### src/shared/lwi_regs.svh
`ifndef LWI_REGS_SVH
`define LWI_REGS_SVH

// Reference clock rate
`define LWI_CLK_HZ 25000000

// Wake edge configuration codes
`define LWI_EDGE_OFF 2'h0
`define LWI_EDGE_RISE 2'h1
`define LWI_EDGE_FALL 2'h2
`define LWI_EDGE_BOTH 2'h3

// Operating mode field codes
`define LWI_MODE_STANDBY 2'h0
`define LWI_MODE_SLEEP 2'h1
`define LWI_MODE_NORMAL_A 2'h2
`define LWI_MODE_NORMAL_B 2'h3

// Bias sampling periods and bias on-time
`define LWI_BIAS_SHORT_MS 16
`define LWI_BIAS_LONG_MS 64
`define LWI_BIAS_ON_US 1000
`define LWI_BIAS_SHORT_CYC (`LWI_BIAS_SHORT_MS * (`LWI_CLK_HZ / 1000))
`define LWI_BIAS_LONG_CYC (`LWI_BIAS_LONG_MS * (`LWI_CLK_HZ / 1000))
`define LWI_BIAS_ON_CYC (`LWI_BIAS_ON_US * (`LWI_CLK_HZ / 1000000))

// Reset values
`define LWI_FLAGS_RST 4'h0
`define LWI_LEVEL_RST 1'h0

`endif
### src/shared/lwi_pkg.sv
package lwi_pkg;

   // One bit per interrupt source; used for flags and write-1 clear strobes
   typedef struct packed {
      logic cyclic;
      logic bus_wake;
      logic wake_b;
      logic wake_a;
   } lwi_irq_t;

   typedef enum logic [1:0] {
      LWI_STANDBY,
      LWI_SLEEP,
      LWI_NORMAL
   } lwi_mode_t;

   function automatic lwi_mode_t lwi_decode_mode(input logic [1:0] field);
      lwi_mode_t m;
      m = LWI_STANDBY;
      case (field)
         2'h0: m = LWI_STANDBY;
         2'h1: m = LWI_SLEEP;
         default: m = LWI_NORMAL;
      endcase
      return m;
   endfunction : lwi_decode_mode

endpackage : lwi_pkg

### src/logic/lwi_bias_gen.sv
`timescale 1ns/100ps
`include "lwi_regs.svh"

module lwi_bias_gen
   import lwi_pkg::*;
#(
   parameter int unsigned SHORT_CYC = `LWI_BIAS_SHORT_CYC,
   parameter int unsigned LONG_CYC = `LWI_BIAS_LONG_CYC,
   parameter int unsigned ON_CYC = `LWI_BIAS_ON_CYC
)
(
   input wire logic ref_clk, // System clock
   input wire logic rst_n, // Async reset, active low
   input wire logic bias_period_select, // 0: short period, 1: long period
   output logic wake_bias_output, // Bias drive to the wake pins
   output logic bias_rise // One-cycle pulse with each bias rising edge except the first one after reset
);

   localparam int CW = $clog2(LONG_CYC + 1);

   logic [CW-1:0] cnt_reg;
   logic [CW-1:0] cnt_next;
   logic [CW-1:0] last_cnt;

   // Period change takes effect at the next wrap only if the count is below it
   assign last_cnt = bias_period_select ? CW'(LONG_CYC - 1) : CW'(SHORT_CYC - 1);
   assign cnt_next = (cnt_reg >= last_cnt) ? '0 : cnt_reg + CW'(1);

   always_ff @(posedge ref_clk or negedge rst_n)
   begin
      if (!rst_n)
      begin
         cnt_reg <= '0;
         wake_bias_output <= 1'b0;
         bias_rise <= 1'b0;
      end
      else
      begin
         cnt_reg <= cnt_next;
         wake_bias_output <= (cnt_next < CW'(ON_CYC));
         bias_rise <= (cnt_next == '0);
      end
   end

endmodule : lwi_bias_gen

### src/logic/lwi_wake_irq.sv
`timescale 1ns/100ps
`include "lwi_regs.svh"

// What this block does
// - Each wake pin has its own two-bit field choosing falling, rising or both edges.
// - The same field at its off code disables wake detection for that pin.
// - Qualifying wake edge in Standby or Normal raises a wake interrupt flag.
// - Qualifying wake edge in Sleep requests a move to Standby.
// - Each wake pin level is shown in its own level status bit.
// - Level status bits update only while some edge field is not off.
// - Sync enable 1 samples the pin with the bias signal; 0 samples continuously.
// - Synchronised sampling happens at the clock edge after each rising edge of the bias output except the first one after reset.
// - One bias control bit selects a 16 ms or 64 ms sampling period.
// - Open-drain active-low interrupt pin is pulled low while any flag is pending.
// - Clearing the bus wake flag in Standby leaves the pending bus wake request.
// - Pending bus wake request clears while in Normal with transceiver standby 0.
// - Cyclic interrupt enables when watchdog enters Timeout in Standby/Normal, disable pin low.
// - Each watchdog overflow in Timeout mode raises the cyclic interrupt flag while the cyclic interrupt is enabled.
// - Mode field 10 and 11 mean Normal, 00 Standby, 01 Sleep.
// - Transceiver standby bit 1 selects low power with bus wake detection on.

module lwi_wake_irq
   import lwi_pkg::*;
#(
   parameter int unsigned BIAS_SHORT_CYC = `LWI_BIAS_SHORT_CYC,
   parameter int unsigned BIAS_LONG_CYC = `LWI_BIAS_LONG_CYC,
   parameter int unsigned BIAS_ON_CYC = `LWI_BIAS_ON_CYC,
   parameter bit HAS_WATCHDOG = 1'b1
)
(
   input wire logic ref_clk, // System clock, 25 MHz
   input wire logic rst_n, // Async reset, active low
   input wire logic local_wake_pin_a, // Wake pin A level
   input wire logic local_wake_pin_b, // Wake pin B level
   input wire logic [1:0] wake_edge_cfg_a, // Edge select for pin A
   input wire logic [1:0] wake_edge_cfg_b, // Edge select for pin B
   input wire logic wake_sync_enable_a, // Sample pin A with the bias
   input wire logic wake_sync_enable_b, // Sample pin B with the bias
   input wire logic bias_period_select, // 0: 16 ms, 1: 64 ms
   input wire logic [1:0] operating_mode_field, // Device mode
   input wire logic transceiver_standby_ctl, // 1: transceiver low power
   input wire logic bus_wake_event, // Pulse from the bus wake filter
   input wire logic watchdog_timeout_mode, // Watchdog is in Timeout mode
   input wire logic watchdog_overflow, // Pulse on watchdog overflow
   input wire logic watchdog_disable_pin, // High disables the watchdog
   input wire lwi_irq_t irq_clear, // Write-1-to-clear strobes
   input wire logic irq_out_n_in, // Interrupt pin level as seen on the wire
   output lwi_irq_t irq_flags, // Pending interrupt flags
   output logic wake_level_flag_a, // Level status of pin A
   output logic wake_level_flag_b, // Level status of pin B
   output logic wake_bias_output, // Bias drive to the wake pins
   output logic bus_wake_pending, // Pending bus wake request
   output logic cyclic_irq_enabled, // Cyclic interrupt armed
   output logic sleep_exit_req, // Pulse: leave Sleep for Standby
   output logic transceiver_lowpower, // Transceiver in low power
   output logic bus_wake_detect_en, // Bus wake detection active
   output logic irq_out_n_out, // Interrupt pin drive value, always low
   output logic irq_out_n_oe_n, // Interrupt pin enable, low drives
   output logic irq_line_low // Registered inverted pin level (1 while the wire is low), for loop-back checks
);

   lwi_mode_t mode;
   logic mode_active;
   logic bias_rise;
   logic [1:0] pin_vec;
   logic [1:0] sync_vec;
   logic [1:0] cfg_vec [2];
   logic [1:0] level_vec;
   logic [1:0] edge_hit;
   logic any_cfg_on;
   logic wake_any;
   logic wd_tmo_prev_reg;
   logic tmo_entry;
   lwi_irq_t flags_reg;
   lwi_irq_t flags_next;
   lwi_irq_t set_vec;
   logic [1:0] level_reg;
   logic pending_reg;
   logic cyc_en_reg;
   logic sleep_exit_reg;
   logic lowpower_reg;
   logic oe_n_reg;
   logic line_low_reg;

   assign mode = lwi_decode_mode(operating_mode_field);
   assign mode_active = (mode == LWI_STANDBY) || (mode == LWI_NORMAL);

   assign pin_vec = {local_wake_pin_b, local_wake_pin_a};
   assign sync_vec = {wake_sync_enable_b, wake_sync_enable_a};
   assign cfg_vec[0] = wake_edge_cfg_a;
   assign cfg_vec[1] = wake_edge_cfg_b;
   assign any_cfg_on = (wake_edge_cfg_a != `LWI_EDGE_OFF) || (wake_edge_cfg_b != `LWI_EDGE_OFF);

   // Bias runs all the time so the period is stable when sync sampling is switched on
   lwi_bias_gen #(
      .SHORT_CYC(BIAS_SHORT_CYC),
      .LONG_CYC(BIAS_LONG_CYC),
      .ON_CYC(BIAS_ON_CYC)
   ) u_bias (
      .ref_clk(ref_clk),
      .rst_n(rst_n),
      .bias_period_select(bias_period_select),
      .wake_bias_output(wake_bias_output),
      .bias_rise(bias_rise)
   );

   // Per-pin sampling and edge qualification
   for (genvar i = 0; i < 2; i++)
   begin : g_pin
      logic smp_reg;
      logic smp_valid_reg;
      logic take;
      logic rise;
      logic fall;

      // Sync sampling looks at the pin only once per bias period
      assign take = sync_vec[i] ? bias_rise : 1'b1;
      assign rise = take && smp_valid_reg && !smp_reg && pin_vec[i];
      assign fall = take && smp_valid_reg && smp_reg && !pin_vec[i];

      always_ff @(posedge ref_clk or negedge rst_n)
      begin
         if (!rst_n)
         begin
            smp_reg <= 1'b0;
            smp_valid_reg <= 1'b0;
         end
         else if (take)
         begin
            smp_reg <= pin_vec[i];
            smp_valid_reg <= 1'b1;
         end
      end

      always_comb
      begin
         case (cfg_vec[i])
            `LWI_EDGE_RISE: edge_hit[i] = rise;
            `LWI_EDGE_FALL: edge_hit[i] = fall;
            `LWI_EDGE_BOTH: edge_hit[i] = rise || fall;
            default: edge_hit[i] = 1'b0;
         endcase
      end

      assign level_vec[i] = smp_reg;
   end

   assign wake_any = |edge_hit;

   // Level status follows the sampled pin only while some wake input is enabled
   always_ff @(posedge ref_clk or negedge rst_n)
   begin
      if (!rst_n)
      begin
         level_reg <= {2{`LWI_LEVEL_RST}};
      end
      else if (any_cfg_on)
      begin
         level_reg <= level_vec;
      end
   end

   assign wake_level_flag_a = level_reg[0];
   assign wake_level_flag_b = level_reg[1];

   // Sleep exit request; the mode controller moves the device to Standby
   always_ff @(posedge ref_clk or negedge rst_n)
   begin
      if (!rst_n)
      begin
         sleep_exit_reg <= 1'b0;
      end
      else
      begin
         sleep_exit_reg <= wake_any && (mode == LWI_SLEEP);
      end
   end

   assign sleep_exit_req = sleep_exit_reg;

   // Transceiver power state
   always_ff @(posedge ref_clk or negedge rst_n)
   begin
      if (!rst_n)
      begin
         lowpower_reg <= 1'b0;
      end
      else
      begin
         lowpower_reg <= transceiver_standby_ctl;
      end
   end

   assign transceiver_lowpower = lowpower_reg;
   assign bus_wake_detect_en = lowpower_reg;

   // Pending bus wake request, independent of its flag
   always_ff @(posedge ref_clk or negedge rst_n)
   begin
      if (!rst_n)
      begin
         pending_reg <= 1'b0;
      end
      else if (bus_wake_event && lowpower_reg)
      begin
         pending_reg <= 1'b1;
      end
      else if ((mode == LWI_NORMAL) && !transceiver_standby_ctl)
      begin
         pending_reg <= 1'b0;
      end
   end

   assign bus_wake_pending = pending_reg;

   // Cyclic interrupt arming on entry to watchdog Timeout mode
   always_ff @(posedge ref_clk or negedge rst_n)
   begin
      if (!rst_n)
      begin
         wd_tmo_prev_reg <= 1'b0;
      end
      else
      begin
         wd_tmo_prev_reg <= watchdog_timeout_mode;
      end
   end

   assign tmo_entry = watchdog_timeout_mode && !wd_tmo_prev_reg;

   always_ff @(posedge ref_clk or negedge rst_n)
   begin
      if (!rst_n)
      begin
         cyc_en_reg <= 1'b0;
      end
      else if (!HAS_WATCHDOG || watchdog_disable_pin || !watchdog_timeout_mode)
      begin
         cyc_en_reg <= 1'b0;
      end
      else if (tmo_entry && mode_active)
      begin
         cyc_en_reg <= 1'b1;
      end
   end

   assign cyclic_irq_enabled = cyc_en_reg;

   // Flag sources
   always_comb
   begin
      set_vec = '0;
      set_vec.wake_a = edge_hit[0];
      set_vec.wake_b = edge_hit[1];
      set_vec.bus_wake = bus_wake_event && lowpower_reg;
      set_vec.cyclic = cyc_en_reg && watchdog_timeout_mode && watchdog_overflow;
   end

   // Clearing a flag never touches the pending request above
   // A source firing in the same cycle as its clear keeps the flag set
   assign flags_next = (flags_reg & ~irq_clear) | set_vec;

   always_ff @(posedge ref_clk or negedge rst_n)
   begin
      if (!rst_n)
      begin
         flags_reg <= `LWI_FLAGS_RST;
      end
      else
      begin
         flags_reg <= flags_next;
      end
   end

   assign irq_flags = flags_reg;

   // Interrupt pin drive; registered so the enable cannot glitch
   always_ff @(posedge ref_clk or negedge rst_n)
   begin
      if (!rst_n)
      begin
         oe_n_reg <= 1'b1;
         line_low_reg <= 1'b0;
      end
      else
      begin
         oe_n_reg <= ~(|flags_next);
         line_low_reg <= !irq_out_n_in;
      end
   end

   assign irq_out_n_out = 1'b0;
   assign irq_out_n_oe_n = oe_n_reg;
   assign irq_line_low = line_low_reg;

endmodule : lwi_wake_irq

### config.mk
export PLATFORM = sky130hd
export DESIGN_NAME = lwi_wake_irq
export DESIGN_NICKNAME = d
export VERILOG_FILES = /design/src/shared/lwi_pkg.sv /design/src/logic/lwi_bias_gen.sv /design/src/logic/lwi_wake_irq.sv
export VERILOG_INCLUDE_DIRS = /design/src /design/src/shared
export SDC_FILE = /design/constraint.sdc
export NUM_CORES = 1
export LEC_CHECK = 0
export BUFFER_PORTS_ARGS = -buffer_cell sky130_fd_sc_hd__buf_2
export CELL_PAD_IN_SITES_DETAIL_PLACEMENT = 1
export CELL_PAD_IN_SITES_GLOBAL_PLACEMENT = 1
export CORE_MARGIN = 1.5
export CORE_UTILIZATION = 35
export DETAILED_ROUTE_END_ITERATION = 8
export GPL_ROUTABILITY_DRIVEN = 0
export PLACE_DENSITY_LB_ADDON = 0.12
export SLEW_MARGIN = 20
export SYNTH_ARGS = -nofsm -noshare
export SYNTH_HDL_FRONTEND = slang
export SYNTH_SLANG_ARGS = --single-unit
### constraint.sdc
create_clock -name ref_clk -period 2.5 [get_ports ref_clk]
set_clock_uncertainty 0.2 [all_clocks]
set_input_delay 0.25 -clock ref_clk [delete_from_list [all_inputs] [get_ports ref_clk]]
set_output_delay 0.25 -clock ref_clk [all_outputs]
set_load 0.02 [all_outputs]
; Yosys cells after proc, flatten, opt, wreduce, memory -nomap -nowiden
; Index checks and enable logic that the tools add are counted.
[op_classes]
add_sub_neg = 1
magnitude_cmp = 2
eq_ne = 9
muxes = 11
n_bitwise = 4
reduce_logical = 39
[op_table]
columns = op, count
row1 = $mux 21, 2
row2 = $add 21x1->21 const B, 1
row3 = $ge 21x21->1, 1
row4 = $logic_not 21->1, 1
row5 = $lt 21x15->1 const B, 1
row6 = $logic_and 1x1->1, 17
row7 = $eq 2x2->1 const B, 5
row8 = $eq 2x1->1 const B, 4
row9 = $logic_not 1->1, 8
row10 = $reduce_bool 2->1, 4
row11 = $mux 1, 6
row12 = $pmux 1 s3, 2
row13 = $logic_or 1x1->1, 5
row14 = $and 4x4->4, 1
row15 = $logic_not 2->1, 2
row16 = $not 4->4, 1
row17 = $or 4x4->4, 1
row18 = $pmux 2 s2, 1
row19 = $reduce_or 4->1, 1
row20 = $reduce_or 2->1, 1
row21 = $not 1->1, 1
[word_totals]
ff_bits = 40
wordCells = 85

; Logic depth before layout (Yosys ltp)
[logic_depth]
ltp_word = 9
depth_mapped = 9
depth_no_buf = 8

; Cells and area by module
; Synthesis repeated with hierarchy kept, for this count alone.
[unflattened]
cells_unflattened = 254
area_unflattened_um2 = 2466.1
[modules_own_cells]
columns = module, n_inst, cells_each, area_each_um2, seq_area_each_um2
row1 = lwi_bias_gen, 1, 198, 1780.5, 575.6
row2 = lwi_wake_irq, 1, 56, 685.7, 426.7

; Least setup slack after synthesis
; OpenSTA, ideal clock, no wires.
[synth_timing]
path_type = register to register
from = register u_bias.cnt_reg[0]
to = register u_bias.bias_rise
setup_time_ps = 103
arrival_ps = 1967
setup_slack_ps = 230
stages_incl_launch_ff = 9
n_path_buf = 1
cell_sequence = dfrtp_1 ha_1 buf_2 nand4_1 nor3_1 nand3_1 xor2_1 nand4_1 o41ai_2
[synth_between]
elab_chain_len = 3
[synth_lines]
columns = element, line
row1 = from (decl), lwi_bias_gen.sv:21  ; logic [CW-1:0] cnt_reg;
row2 = from (signal assigned), lwi_bias_gen.sv:39  ; cnt_reg <= cnt_next;
row3 = $add 21x1->21 or $ge 21x21->1 (tied branches), lwi_bias_gen.sv:27  ; assign cnt_next = (cnt_reg >= last_cnt) ? '0 : cnt_reg + CW'(1);
row4 = $mux 21 (*), lwi_bias_gen.sv:27
row5 = $logic_not 21->1 (*), lwi_bias_gen.sv:41  ; bias_rise <= (cnt_next == '0);
row6 = to (signal assigned), lwi_bias_gen.sv:41
row7 = to (decl), lwi_bias_gen.sv:16  ; output logic bias_rise
; Every way passes the cells marked *; elsewhere a longest branch is shown, timed or not.
; A chain may end at the register's enable or synchronous reset.

; Final worst setup path
[layout_timing]
from = register u_bias.cnt_reg[2]
to = register u_bias.bias_rise
; Same word-level chain as after synthesis.

==> flow_summary.ini <==
[global_route]
grt_usage = 0.171
grt_pass1_wl_um = 9530
globalRouteOverflowTotal = 0
grt_max_degree = 41
antenna_found_initial = 0
grt_pass1_vias = 2000

[power]
ir_drop_uv = 223
p_leak_nw = 1.30
pwr-share-seq = 0.549
switching_share = 0.260
p_per_area_nw_per_um2 = 447
p_int_uw = 914
pwr-share-clk = 0.351
p_sw_uw = 321
p_comb_frac = 0.100

[yosys]
synthTopCellsByCount = dfrtp_1, nor2_1, nand2_1, inv_1
netlist_area_um2 = 2280
synth.avg_cell_area_um2 = 9.64
synth_nets = 271
synth-edff-count = 0
synth_top_cell_area_share = 0.427
yosysTopAreaCell = dfrtp_1
syn_inst = 237
async_reset_ff_frac = 1.00
synth.distinct_cells = 45
yosysMostFrequentCell = dfrtp_1
synth_area_leaders = dfrtp_1, ha_1, xor2_1, nor2_1, xnor2_1
yosys_warnings = 0
yosysSeqAreaShare = 0.439
ys_seq_elements = 40
ys.flop_type = dfrtp_1

[critical_path]
cp_max_fo = 8
crit_start = u_bias.cnt_reg[2]
arrival_ns = 2.33
start_kind = register
timing.rr.start = u_bias.cnt_reg[2]
crit_path_end_kind = register
path_class = register to register
worstPathRequired_ns = 2.49

[sta]
setup_viol = 0
slew_violations = 0
tns_ns = 0
max_freq_mhz = 428
rsz0062_at_grt = no
layout_min_cycle_time_ns = 2.34
hold_violations = 0
fin_crit_sh = 0.936
tightest_slew_ns = 0.947
slew-limit-headroom = 0.369

[die]
io_pins = 38
die_y_um = 83.8
start_util = 0.362
core_area_um2 = 6310
dieWidth_um = 83.8
dieArea_um2 = 7020
fp-row-count = 29

[cells_and_area]
fin_util = 0.438
nNetsFinal = 323
layout-drive-gt1-share = 0.252
finalNonFillerCells = 367
n_antenna_cell = 0
largest_reg_flops = 21
area_growth_pct = 21.0

[flow_run]
drv_cap = 0

[clock_network]
cts_buffers = 5
clockBufferDepth = 2
cts_sinks = 40
cts.reportedPaths.clkPinSlew_ns = 0.08
worstSkewPairLatency_ns = 0.30
cts_tree = yes
root_buffer = clkbuf_8
htree_levels = 2

[routing]
vias_per_cell = 5.11
drt_iter0_drc = 90
first_pass_iters = 4
ant_nets = 0
vias = 1877
drc = 0
wirelength_um = 5580
wl_per_cell_um = 15.2

[placed_design]
numPortBuffers = 36
hpwl_um = 4150
dp.cells = 350

[hold_path]
min_from = irq_clear[1]
hp-class = primary input to register

[status]
outcome = finished clean
area by class of cell:
class                           instances  area [µm²]
Fill cell                             758        3550
Multi-Input combinational cell        171        1160
Sequential cell                        40        1000
Timing Repair Buffer                   58         368
Tap cell                               77        96.3
Clock buffer                            5        68.8
Inverter                               13        48.8
Clock inverter                          3        18.8
metrics by stage:
| stage | setup WS (ns) | hold slack, ns | area [µm²] | power, mW |
|---|---|---|---|---|
| 3_3_place_gp | 0.198 | 0.171 | 2580 | 0.804 |
| 2_1_floorplan | 0.230 | -0.246 | 2280 | 0.749 |
| 6_report | 0.161 | 0.000415 | 2760 | 1.24 |
| 4_1_cts | 0.0374 | 0.00535 | 2760 | 1.26 |
| 5_1_grt | 0.0360 | 0.00124 | 2760 | 1.30 |
| 3_5_place_dp | 0.0493 | 0.175 | 2580 | 0.807 |
worst paths after layout:
| check | to | slack, ns | cells after the start |
|---|---|---|---|
| setup reg to reg | u_bias.bias_rise | 0.16 | 6 |
| max in group asynchronous | cyclic_irq_enabled | 1.08 | 2 |
| hold reg to reg | g_pin[1].smp_valid_reg | 0.27 | 1 |
| hold / removal | irq_flags[1] | 0.0004 | 2 |
| min in group asynchronous | u_bias.wake_bias_output | 0.44 | 2 |
| setup / recovery | u_bias.bias_rise | 0.16 | 6 |
cells by family (layout without fill, tap and decap cells):
logic type | count (synthesis) | count (layout) | synth area share
buf+inv | 26 | 79 | 0.0537
fa+ha+maj | 11 | 11 | 0.0602
simple gates | 98 | 98 | 0.240
other cells | 1 | 1 | 0.00164
compound gates | 35 | 35 | 0.101
flops | 40 | 40 | 0.439
xor+xnor | 20 | 20 | 0.0767
mux | 6 | 6 | 0.0285
critical path, stage by stage, from the launching register on:
cell and delay, ns:
dfrtp_1 0.52, nand3_4 0.17, nor4_4 0.43, nand2_1 0.17, mux2i_1 0.22, nand4_1 0.17
o41ai_2 0.36
layer usage:
layer	vias to the layer above	global-route usage	wire (µm)
li1	934	-	-
met1	914	0.219	2620
met2	24	0.287	2730
met3	5	0.0346	160
met4	0	0.0581	73
met5	-	0	0
cells in the final DEF (no fill, tap or decap), drive strengths merged, types with 2 or more instances in the layout:
cell          n
clkbuf        5
or2           4
ha           11
nand4         7
clkinv        3
nor2b         2
nor3          5
o311ai        2
and3          3
nor2         25
nand3        14
o211ai        4
mux2i         2
nand3b        3
a21oi         8
a211oi        2
nor4          5
nand2        18
inv          13
xnor2         9
mux2          4
nand2b        2
or3           2
dlygate4sd3   9
nor3b         2
dfrtp        39
xor2         11
and4          3
buf          49
o21ai        12
repair_timing:
| action | in CTS | in global routing |
|---|---|---|
| buffers inserted | 0 | 0 |
| endpoints found under the hold margin | 47 | 0 |
| resized for setup | 0 | 1 |
| hold buffers | 9 | 0 |
| endpoints found under the setup margin | 0 | 1 |
power by group through the flow:
stage	logic (mW)	clock network [mW]	registers [mW]
floorplan	0.0358	0	0.713
global placement	0.113	0	0.691
detailed placement	0.115	0	0.692
CTS	0.126	0.453	0.679
global route	0.139	0.478	0.682
finish	0.124	0.433	0.678
Power figures use the tool's default switching activity.
